## src/rtl/iss_regs.vh

```
// register offsets, field positions, reset values for the sequencer configuration block
`ifndef ISS_REGS_VH
`define ISS_REGS_VH
`define ISS_ADDR_GENERAL 9'h0C0
`define ISS_ADDR_DELAY 9'h0C1
`define ISS_ADDR_INTEG 9'h0C2
`define ISS_ADDR_WINDOW 9'h0C3
`define ISS_ADDR_SPARE 9'h0C4
`define ISS_ADDR_DARK 9'h0C5
`define ISS_ADDR_PAD 9'h0C6
`define ISS_ADDR_TBMULT 9'h0C7
`define ISS_ADDR_PERIOD 9'h0C8
`define ISS_ADDR_EXPO 9'h0C9
`define ISS_ADDR_EXPO2 9'h0CA
`define ISS_RST_GENERAL 16'h0000
`define ISS_RST_DELAY 16'h0000
`define ISS_RST_INTEG 16'h0004
`define ISS_RST_WINDOW 16'h0001
`define ISS_RST_SPARE 16'h0000
`define ISS_RST_DARK 16'h0102
`define ISS_RST_PAD 16'h0000
`define ISS_RST_TBMULT 16'h0001
`define ISS_RST_PERIOD 16'h0000
`define ISS_RST_EXPO 16'h0000
`define ISS_RST_EXPO2 16'h0000
`define ISS_MASK_GENERAL 16'h3FF3
`define ISS_MASK_INTEG 16'h0007
`define ISS_MASK_WINDOW 16'h00FF
`define ISS_MASK_DARK 16'h01FF
`define ISS_MASK_PAD 16'h0FFF
`define ISS_BIT_ENABLE 0
`define ISS_BIT_ROLLING 1
`define ISS_BIT_DLY_EN 6
`define ISS_BIT_SUBSAMPLE 7
`define ISS_BIT_BINNING 8
`define ISS_BIT_STAT_WIN 10
`define ISS_BIT_MON_LO 11
`define ISS_BIT_DUAL 0
`define ISS_BIT_TRIPLE 1
`define ISS_BIT_PERIOD_INTERP 2
`define ISS_BIT_GATE_FIRST 8
`define ISS_SPI_READ_BIT 15
`endif

```

## src/rtl/iss_downcounter.v

```verilog
// loadable down counter used for tick, delay and line extension timing
`timescale 1ns/1ps
module iss_downcounter (
    // clock and reset
    input wire core_clk,
    input wire rst_n,
    // control
    input wire load,
    input wire [15:0] load_val,
    input wire tick,
    // status
    output reg [15:0] count_r,
    output wire zero
);
    assign zero = (count_r == 16'h0000);
    always @(posedge core_clk or negedge rst_n) begin
        if (!rst_n) begin
            count_r <= 16'h0000;
        end else if (load) begin
            count_r <= load_val;
        end else if (tick && !zero) begin
            count_r <= count_r - 16'h0001;
        end
    end
endmodule

```

## src/rtl/iss_seq_config.v

```verilog
// sequencer configuration registers over serial port, plus row-to-readout timing
`timescale 1ns/1ps
`include "iss_regs.vh"
module iss_seq_config (
    // clock and reset
    input wire core_clk,
    input wire rst_n,
    // serial peripheral port
    input wire spi_sck,
    input wire spi_cs_n,
    input wire spi_mosi,
    output reg spi_miso_r,
    // sequencer events
    input wire row_transfer_done,
    input wire line_start,
    input wire frame_start,
    // timing outputs
    output reg readout_start_r,
    output reg line_readout_extension_r,
    output reg timebase_tick_r,
    output reg gate_line_r,
    // mode outputs
    output reg rolling_mode_r,
    output reg subsample_r,
    output reg binning_r,
    output reg stat_window_only_r,
    output reg [2:0] monitor_sel_r,
    output reg dual_slope_r,
    output reg triple_slope_r,
    output reg period_interpretation_r,
    output reg [15:0] frame_or_reset_period_r,
    output reg [15:0] exposure_time_r,
    output reg [15:0] second_slope_exposure_r,
    output reg [7:0] dark_rows_r,
    output reg [11:0] padding_rows_r,
    output reg [7:0] window_sel_r
);
    // pin synchronisers
    reg [1:0] sck_s_r;
    reg [1:0] cs_s_r;
    reg [1:0] mosi_s_r;
    reg sck_d_r;
    wire sck_now;
    wire sck_rise;
    wire sck_fall;
    wire cs_act;
    assign sck_now = sck_s_r[1];
    assign sck_rise = sck_now && !sck_d_r;
    assign sck_fall = !sck_now && sck_d_r;
    assign cs_act = !cs_s_r[1];
    always @(posedge core_clk or negedge rst_n) begin
        if (!rst_n) begin
            sck_s_r <= 2'h0;
            cs_s_r <= 2'h3;
            mosi_s_r <= 2'h0;
            sck_d_r <= 1'b0;
        end else begin
            sck_s_r <= {sck_s_r[0], spi_sck};
            cs_s_r <= {cs_s_r[0], spi_cs_n};
            mosi_s_r <= {mosi_s_r[0], spi_mosi};
            sck_d_r <= sck_now;
        end
    end

    // register file
    reg [15:0] gen_r;
    reg [15:0] dly_r;
    reg [15:0] integ_r;
    reg [15:0] win_r;
    reg [15:0] dark_r;
    reg [15:0] pad_r;
    reg [15:0] tbm_r;
    reg [15:0] per_r;
    reg [15:0] exp_r;
    reg [15:0] exp2_r;

    // frame: 16-bit word, bit15 read flag, bits 8:0 address, then 16 data bits
    reg [5:0] bit_cnt_r;
    reg [15:0] hdr_r;
    reg [15:0] dat_r;
    reg [15:0] rd_sh_r;
    reg wr_stb_r;
    reg [8:0] wr_addr_r;
    reg [15:0] wr_data_r;
    reg [15:0] rd_val;
    wire [15:0] hdr_nxt;
    assign hdr_nxt = {hdr_r[14:0], mosi_s_r[1]};

    always @* begin
        case (hdr_nxt[8:0])
            `ISS_ADDR_GENERAL: rd_val = gen_r;
            `ISS_ADDR_DELAY: rd_val = dly_r;
            `ISS_ADDR_INTEG: rd_val = integ_r;
            `ISS_ADDR_WINDOW: rd_val = win_r;
            `ISS_ADDR_SPARE: rd_val = `ISS_RST_SPARE;
            `ISS_ADDR_DARK: rd_val = dark_r;
            `ISS_ADDR_PAD: rd_val = pad_r;
            `ISS_ADDR_TBMULT: rd_val = tbm_r;
            `ISS_ADDR_PERIOD: rd_val = per_r;
            `ISS_ADDR_EXPO: rd_val = exp_r;
            `ISS_ADDR_EXPO2: rd_val = exp2_r;
            default: rd_val = 16'h0000;
        endcase
    end

    always @(posedge core_clk or negedge rst_n) begin
        if (!rst_n) begin
            bit_cnt_r <= 6'h00;
            hdr_r <= 16'h0000;
            dat_r <= 16'h0000;
            rd_sh_r <= 16'h0000;
            spi_miso_r <= 1'b0;
            wr_stb_r <= 1'b0;
            wr_addr_r <= 9'h000;
            wr_data_r <= 16'h0000;
        end else begin
            wr_stb_r <= 1'b0;
            if (!cs_act) begin
                bit_cnt_r <= 6'h00;
                spi_miso_r <= 1'b0;
            end else if (sck_rise && bit_cnt_r < 6'h20) begin
                bit_cnt_r <= bit_cnt_r + 6'h01;
                if (bit_cnt_r < 6'h10) begin
                    hdr_r <= hdr_nxt;
                    if (bit_cnt_r == 6'h0F) begin
                        rd_sh_r <= rd_val;
                    end
                end else begin
                    dat_r <= {dat_r[14:0], mosi_s_r[1]};
                    if (bit_cnt_r == 6'h1F && !hdr_r[`ISS_SPI_READ_BIT]) begin
                        wr_stb_r <= 1'b1;
                        wr_addr_r <= hdr_r[8:0];
                        wr_data_r <= {dat_r[14:0], mosi_s_r[1]};
                    end
                end
            end else if (sck_fall && bit_cnt_r >= 6'h10) begin
                spi_miso_r <= rd_sh_r[15];
                rd_sh_r <= {rd_sh_r[14:0], 1'b0};
            end
        end
    end

    // writes keep reserved bits at their defaults
    always @(posedge core_clk or negedge rst_n) begin
        if (!rst_n) begin
            gen_r <= `ISS_RST_GENERAL;
            dly_r <= `ISS_RST_DELAY;
            integ_r <= `ISS_RST_INTEG;
            win_r <= `ISS_RST_WINDOW;
            dark_r <= `ISS_RST_DARK;
            pad_r <= `ISS_RST_PAD;
            tbm_r <= `ISS_RST_TBMULT;
            per_r <= `ISS_RST_PERIOD;
            exp_r <= `ISS_RST_EXPO;
            exp2_r <= `ISS_RST_EXPO2;
        end else if (wr_stb_r) begin
            case (wr_addr_r)
                `ISS_ADDR_GENERAL: gen_r <= wr_data_r & `ISS_MASK_GENERAL;
                `ISS_ADDR_DELAY: dly_r <= wr_data_r;
                `ISS_ADDR_INTEG: integ_r <= wr_data_r & `ISS_MASK_INTEG;
                `ISS_ADDR_WINDOW: win_r <= wr_data_r & `ISS_MASK_WINDOW;
                `ISS_ADDR_DARK: dark_r <= wr_data_r & `ISS_MASK_DARK;
                `ISS_ADDR_PAD: pad_r <= wr_data_r & `ISS_MASK_PAD;
                `ISS_ADDR_TBMULT: tbm_r <= wr_data_r;
                `ISS_ADDR_PERIOD: per_r <= wr_data_r;
                `ISS_ADDR_EXPO: exp_r <= wr_data_r;
                `ISS_ADDR_EXPO2: exp2_r <= wr_data_r;
                default: gen_r <= gen_r;
            endcase
        end
    end

    // decoded modes
    wire rolling;
    assign rolling = gen_r[`ISS_BIT_ROLLING];
    always @(posedge core_clk or negedge rst_n) begin
        if (!rst_n) begin
            rolling_mode_r <= 1'b0;
            subsample_r <= 1'b0;
            binning_r <= 1'b0;
            stat_window_only_r <= 1'b0;
            monitor_sel_r <= 3'h0;
            dual_slope_r <= 1'b0;
            triple_slope_r <= 1'b0;
            period_interpretation_r <= 1'b1;
            frame_or_reset_period_r <= 16'h0000;
            exposure_time_r <= 16'h0000;
            second_slope_exposure_r <= 16'h0000;
            dark_rows_r <= 8'h01;
            padding_rows_r <= 12'h000;
            window_sel_r <= 8'h01;
        end else begin
            rolling_mode_r <= rolling;
            subsample_r <= gen_r[`ISS_BIT_SUBSAMPLE];
            binning_r <= gen_r[`ISS_BIT_BINNING];
            stat_window_only_r <= gen_r[`ISS_BIT_STAT_WIN];
            monitor_sel_r <= gen_r[`ISS_BIT_MON_LO+2:`ISS_BIT_MON_LO];
            dual_slope_r <= integ_r[`ISS_BIT_DUAL] && !rolling;
            triple_slope_r <= integ_r[`ISS_BIT_TRIPLE] && !rolling;
            period_interpretation_r <= integ_r[`ISS_BIT_PERIOD_INTERP];
            frame_or_reset_period_r <= rolling ? 16'h0000 : per_r;
            exposure_time_r <= exp_r;
            second_slope_exposure_r <= rolling ? 16'h0000 : exp2_r;
            // zero is illegal; clamp so the frame keeps one black line
            dark_rows_r <= (dark_r[7:0] == 8'h00) ? 8'h01 : dark_r[7:0];
            padding_rows_r <= rolling ? pad_r[11:0] : 12'h000;
            window_sel_r <= win_r[7:0];
        end
    end

    // first line of each frame is gated when enabled
    always @(posedge core_clk or negedge rst_n) begin
        if (!rst_n) begin
            gate_line_r <= 1'b0;
        end else if (frame_start) begin
            gate_line_r <= dark_r[`ISS_BIT_GATE_FIRST];
        end else if (line_start) begin
            gate_line_r <= 1'b0;
        end
    end

    // timebase tick generator, global shutter only
    wire tb_zero;
    wire tb_load;
    assign tb_load = tb_zero || frame_start;
    iss_downcounter u_tb (
        .core_clk(core_clk),
        .rst_n(rst_n),
        .load(tb_load),
        .load_val(tbm_r - 16'h0001),
        .tick(1'b1),
        .count_r(),
        .zero(tb_zero)
    );
    always @(posedge core_clk or negedge rst_n) begin
        if (!rst_n) begin
            timebase_tick_r <= 1'b0;
        end else begin
            timebase_tick_r <= tb_zero && !rolling;
        end
    end

    // row transfer to readout gap
    reg dly_busy_r;
    wire dly_zero;
    wire dly_en;
    assign dly_en = gen_r[`ISS_BIT_DLY_EN] && (dly_r[15:8] != 8'h00);
    iss_downcounter u_dly (
        .core_clk(core_clk),
        .rst_n(rst_n),
        .load(row_transfer_done),
        .load_val({8'h00, dly_r[15:8]}),
        .tick(dly_busy_r),
        .count_r(),
        .zero(dly_zero)
    );
    always @(posedge core_clk or negedge rst_n) begin
        if (!rst_n) begin
            dly_busy_r <= 1'b0;
            readout_start_r <= 1'b0;
        end else begin
            readout_start_r <= 1'b0;
            if (row_transfer_done && !dly_en) begin
                readout_start_r <= 1'b1;
            end else if (row_transfer_done) begin
                dly_busy_r <= 1'b1;
            end else if (dly_busy_r && dly_zero) begin
                dly_busy_r <= 1'b0;
                readout_start_r <= 1'b1;
            end
        end
    end

    // extension of each rolling shutter line by dummy pixel cycles
    reg ext_arm_r;
    wire ext_zero;
    iss_downcounter u_ext (
        .core_clk(core_clk),
        .rst_n(rst_n),
        .load(readout_start_r),
        .load_val({8'h00, dly_r[7:0]}),
        .tick(ext_arm_r),
        .count_r(),
        .zero(ext_zero)
    );
    always @(posedge core_clk or negedge rst_n) begin
        if (!rst_n) begin
            ext_arm_r <= 1'b0;
            line_readout_extension_r <= 1'b0;
        end else begin
            if (readout_start_r) begin
                ext_arm_r <= rolling && (dly_r[7:0] != 8'h00);
            end else if (ext_arm_r && ext_zero) begin
                ext_arm_r <= 1'b0;
            end
            line_readout_extension_r <= ext_arm_r && !ext_zero;
        end
    end
endmodule

```

## config.mk

```make
export PLATFORM = sky130hd
export DESIGN_NAME = iss_seq_config
export DESIGN_NICKNAME = d
export VERILOG_FILES = /design/src/rtl/iss_downcounter.v /design/src/rtl/iss_seq_config.v
export VERILOG_INCLUDE_DIRS = /design/src /design/src/rtl
export SDC_FILE = /design/constraint.sdc
export NUM_CORES = 1
export LEC_CHECK = 0
export BUFFER_PORTS_ARGS = -buffer_cell sky130_fd_sc_hd__buf_2
export CAP_MARGIN = 10
export CORE_MARGIN = 2
export CORE_UTILIZATION = 50
export CTS_BUF_LIST = sky130_fd_sc_hd__clkbuf_8
export DETAILED_ROUTE_END_ITERATION = 10
export PLACE_DENSITY_LB_ADDON = 0.1
export SLEW_MARGIN = 10
export SYNTH_ARGS = -nofsm -noshare
export SYNTH_HDL_FRONTEND = slang
export SYNTH_SLANG_ARGS = --single-unit
```

## constraint.sdc

```tcl
create_clock -name core_clk -period 3.85 [get_ports core_clk]
set_input_delay 0.385 -clock core_clk [delete_from_list [all_inputs] [get_ports core_clk]]
set_output_delay 0.385 -clock core_clk [all_outputs]
set_load 0.01 [all_outputs]
```

; ---- Word level (Yosys, flattened, before mapping)
; Cells that the tools add are included.
[classes]
addsub = 5
order_cmp = 3
n_eq_ne = 26
muxes = 33
bitwise = 3
n_reduce_logical = 53
[ops]
columns = op, count
row1 = $mux 16, 12
row2 = $eq 9x8->1 const B, 20
row3 = $pmux 16 s10, 1
row4 = $sub 16x1->16 const B, 4
row5 = $logic_not 16->1, 3
row6 = $reduce_and 2->1, 12
row7 = $mux 1, 16
row8 = $reduce_bool 2->1, 8
row9 = $reduce_bool 8->1, 2
row10 = $logic_and 1x1->1, 15
row11 = $mux 12, 1
row12 = $mux 6, 2
row13 = $logic_not 8->1, 1
row14 = $mux 8, 1
row15 = $reduce_and 4->1, 2
row16 = $logic_not 1->1, 7
row17 = $add 6x1->6 const B, 1
row18 = $eq 6x4->1 const B, 1
row19 = $eq 6x5->1 const B, 1
row20 = $ge 6x5->1 const B, 1
row21 = $lt 6x5->1 const B, 1
row22 = $lt 6x6->1 const B, 1
row23 = $ne 2x1->1 const B, 3
row24 = $reduce_and 3->1, 2
row25 = 3 further kinds, 5
[totals]
ff_bits = 351
wordCells = 168

; ---- Longest topological paths before layout
[depth]
word_depth = 6
depth_mapped = 11
ltp_nobuf = 10

; ---- Hierarchy
; From an unflattened synthesis, not the netlist that was laid out.
[unflattened]
hier_cells = 1270
hier_area_um2 = 15537.4
[by_module_without_submodules]
columns = mod, n_inst, cells_each, area_per_inst_um2, seq_area_each_um2
row1 = iss_seq_config, 1, 898, 12399.4, 7594.8
row2 = iss_downcounter, 3, 124, 1046.0, 400.4

; ---- Worst setup path after synthesis
; No wires, ideal clock.
[synth_timing]
path_kind = reg2reg
start = reg u_tb.count_r[9]
end = reg u_tb.count_r[10]
setup_time_ps = 129
arrival_ps = 3082
required_ps = 3721
path_slack_ps = 638
stages_incl_launch_ff = 11
n_path_buf = 1
synth_period_minus_slack_ps = 3212
cell_sequence = dfrtp_1 -> or4_1 -> nor3_2 -> a31oi_1 -> buf_2 -> mux2i_1 -> ha_1 -> or4b_2 -> nor4_1 -> xnor2_1 -> mux2i_1
[synth_via]
elab_chain_cells = 3
[synth_rtl]
columns = item, line
row1 = "start, declared", iss_downcounter.v:12  ; output reg [15:0] count_r,
row2 = "start signal, assigned", iss_downcounter.v:20  ; count_r <= load_val;
row3 = "start signal, assigned", iss_downcounter.v:22  ; count_r <= count_r - 16'h0001;
row4 = $sub 16x1->16 / $logic_not 16->1 (equally long branches), "iss_downcounter.v:22, iss_downcounter.v:15"
row5 = $mux 16 / $logic_or 1x1->1 (equally long branches), "iss_downcounter.v:21, iss_seq_config.v:225"
row6 = $mux 16 / $ne 2x1->1 (equally long branches), n/a
; Parallel ways exist; a longest one is shown, timed or not. The select of a mux whose other input is x is not followed.
; A chain may end at the register's enable or synchronous reset.

; ---- Worst setup path in the final report
[layout_timing]
start = reg u_tb.count_r[0]
end = reg u_tb.count_r[10]
; The elaborated chain is that of the path after synthesis.

==> flow_summary.json <==
{
  "crit_type": "register to register",
  "fin_setup_tns_ns": 0,
  "setup_viol": 0,
  "synth.avg_cell_area_sq_um": 12.7,
  "synthesis.area_sq_mm": 0.0150,
  "wl_per_cell_microns": 20.5,
  "path_clk_slew_ns": 0.05,
  "synth.top_cell.area_share_pct": 57.1,
  "root_buffer": "clkbuf_8",
  "slew_headroom_pct": 30.4,
  "ir_worst_vdd_mv": 0.276,
  "dpl.hpwl_microns": 23800,
  "status": "completed",
  "cts_sinks": 351,
  "drtPass1Iterations": 5,
  "startpoint": "u_tb.count_r[0]",
  "clock_path_buffers": 3,
  "crit_arrival_ns": 3.76,
  "n_antenna_cell": 0,
  "drt_iter0_drc": 678,
  "end_kind": "register",
  "grt_max_degree": 123,
  "num-nets-final": 1301,
  "slowest_stage": "or4b_2",
  "slew_violations": 0,
  "cp-start-kind": "register",
  "antenna_found_initial": 0,
  "yosys.area.top_type": "dfrtp_1",
  "yosysSeqAreaShare_pct": 58.8,
  "ys_warn_count": 0,
  "p_leak_nw": 8.59,
  "fin_skew_ns": 0.00995,
  "vias": 9641,
  "die_width_microns": 177,
  "htreeDepth": 2,
  "synth_nets": 1187,
  "synth-async-reset-ratio_pct": 100,
  "area_growth_pct": 14.9,
  "cp_max_fo": 5,
  "fin_crit_ns": 3.30,
  "clock_latency_ns": 0.59,
  "cts_buffers": 59,
  "drive_gt1_share_pct": 31.9,
  "drc": 0,
  "yosys-top-cells-area": "dfrtp_1 57%, mux2_2 13%, mux2i_1 2.9%",
  "grtUsageTotal_pct": 23.3,
  "p_per_area_mw_per_mm2": 494,
  "coreArea_sq_mm": 0.0296,
  "worst_pin_slew_ns": 1.04,
  "synthFlopType": "dfrtp_1",
  "place.gp.congestion": 0.832,
  "cap_viol_max_count": 0,
  "synth-seq-cells": 351,
  "fin_crit_sh_pct": 85.7,
  "start_util_pct": 50.6,
  "cts_setup_buffers": 0,
  "hold_viol": 0,
  "num_rows": 63,
  "ios": 99,
  "die_h_microns": 177,
  "routed_wl_microns": 35400,
  "hold_class": "input port to register",
  "syn_inst": 1175,
  "gr-total-overflow": 0,
  "viasPerCell": 5.59,
  "synth_edf_count": 0,
  "power_mw": 8.49,
  "tritoncts": "done",
  "grt_first_pass_wirelength_microns": 56600,
  "die-area_sq_mm": 0.0313,
  "path_cells": "or3_1 -> nor4_1 -> a31oi_2 -> mux2i_1 -> ha_1 -> or4b_2 -> nor4_1 -> xnor2_1 -> mux2i_1",
  "fmax_ghz": 0.303,
  "fillers": 2452,
  "synth_cell_type_count": 67,
  "rr_startpoint": "u_tb.count_r[0]",
  "cp.required_ns": 4.31,
  "io_buffers": 98,
  "max_stage_delay_ns": 0.69,
  "rsz0062_at_grt": "no",
  "ant_nets": 0,
  "grt_pass1_vias": 9842,
  "min-delay-start": "frame_start"
}
stage by stage:
step / worst slack, ns / area, sq um / hold WS, ns / std cells / util (%)
after floorplan: 0.638 / 15000 / 0.0894 / 1175 / -
after global placement: 0.631 / 15800 / 0.331 / 1614 / 53.6
after detailed placement: 0.555 / 15800 / 0.339 / 1614 / 53.6
after CTS: 0.544 / 17200 / 0.0940 / 1724 / 58.1
after global routing: 0.254 / 17200 / 0.102 / 1724 / 58.1
final: 0.550 / 17200 / 0.117 / 1724 / 58.1
layout by cell type, fill, tap and decap left out, types with 5 or more instances in the layout:
master / instances
a31oi_1: 8
dfrtp_1: 339
xor2_1: 27
xnor2_1: 23
nand4_1: 15
a21oi_1: 14
o21ai_0: 29
o31ai_1: 5
clkbuf_8: 78
or4_1: 8
and2_1: 14
mux2_2: 169
mux2i_1: 44
inv_1: 31
or3_1: 9
a22oi_1: 6
nor3_1: 21
a221o_1: 15
a21o_1: 6
nand3_1: 22
buf_2: 97
nor2b_1: 41
mux2_4: 18
buf_4: 19
o211ai_1: 7
o22ai_1: 9
nand2_1: 72
nor4_1: 22
nor2_1: 60
nand3b_1: 5
dfstp_2: 10
critical path: cells and delay by family, from the launching register on:
kind / cells / cell delay [ns]
xor+xnor: 1 / 0.17
simple gates: 4 / 1.77
flops: 1 / 0.39
fa+ha+maj: 1 / 0.29
compound gates: 1 / 0.24
mux: 2 / 0.32
registers in the layout, indices dropped and copies added, names as in the netlist, 8 cells and up:
name,count
u_tb.count_r,16
win_r,8
dly_r,16
dark_r,9
window_sel_r,8
exposure_time_r,16
per_r,16
tbm_r,16
u_ext.count_r,16
dark_rows_r,8
hdr_r,16
exp2_r,16
gen_r,12
pad_r,12
u_dly.count_r,16
second_slope_exposure_r,16
rd_sh_r,16
exp_r,16
frame_or_reset_period_r,16
padding_rows_r,12
wr_addr_r,9
wr_data_r,16
dat_r,15
power by group:
| part | internal, mW | switching (mW) | total, mW |
|---|---|---|---|
| clock network | 2.07 | 1.46 | 3.52 |
| logic | 0.379 | 0.512 | 0.892 |
| registers | 3.83 | 0.248 | 4.07 |
| total | 6.27 | 2.22 | 8.49 |
cell type report:
type / instances / area [sq um] / share of cell area [%]
inverter: 13 / 48.8 / 0.284
tap: 390 / 488 / 2.84
sequential: 351 / 8800 / 51.2
multi-input combinational: 740 / 5810 / 33.8
timing repair buffer: 124 / 743 / 4.33
clock buffer: 78 / 1070 / 6.25
clock inverter: 28 / 224 / 1.30
synth_stat cells (5+ instances only):
| cell type | count |
|---|---|
| nor4_1 | 22 |
| a21oi_1 | 14 |
| clkbuf_1 | 41 |
| nand3_1 | 22 |
| buf_2 | 17 |
| inv_1 | 13 |
| a21o_1 | 6 |
| and2_1 | 14 |
| o31ai_1 | 5 |
| nand3b_1 | 5 |
| a22oi_1 | 6 |
| o211ai_1 | 7 |
| o22ai_1 | 9 |
| or4_1 | 8 |
| nor2_1 | 60 |
| dfrtp_1 | 341 |
| o21ai_0 | 29 |
| nand4_1 | 15 |
| nor3_1 | 21 |
| xor2_1 | 27 |
| buf_1 | 9 |
| or3_1 | 9 |
| a221o_1 | 15 |
| mux2i_1 | 44 |
| mux2_2 | 169 |
| mux2_4 | 18 |
| nor2b_1 | 41 |
| dfstp_2 | 10 |
| xnor2_1 | 23 |
| nand2_1 | 72 |
| a31oi_1 | 9 |
kinds of logic after synthesis:
logic type | count (synthesis) | share of synthesized area, %
AOI/OAI and AO/OA | 129 | 6.03
xor gates and xnor gates | 50 | 2.93
adders and majority gates | 4 | 0.335
buffers and inverters | 84 | 2.43
DFF | 351 | 58.8
muxes | 232 | 17.6
and+or+nand+nor | 325 | 11.8
worst paths after layout:
kind                       slack, ns                  endpoint  cells after the start
max                             0.55          u_tb.count_r[10]                      9
min                             0.12               gate_line_r                      2
max reg2reg                     0.55          u_tb.count_r[10]                      9
min reg2reg                     0.35                sck_s_r[1]                      0
max in group asynchronous       2.42              wr_data_r[5]                      3
min in group asynchronous       0.49  line_readout_extension_r                      2
layer usage:
metal	share of wire (%)	up-vias	global-route usage, %
li1	-	4437	-
met1	49	4943	35.2
met2	45	218	35.1
met3	4.4	43	4.10
met4	1.8	0	5.79
met5	0	-	0
timing repair:
action	in CTS	in global routing
endpoints found under the setup margin	0	0
resized for setup	0	0
hold endpoints to repair	119	0
hold buffers	4	0
Power figures use the tool's default switching activity.
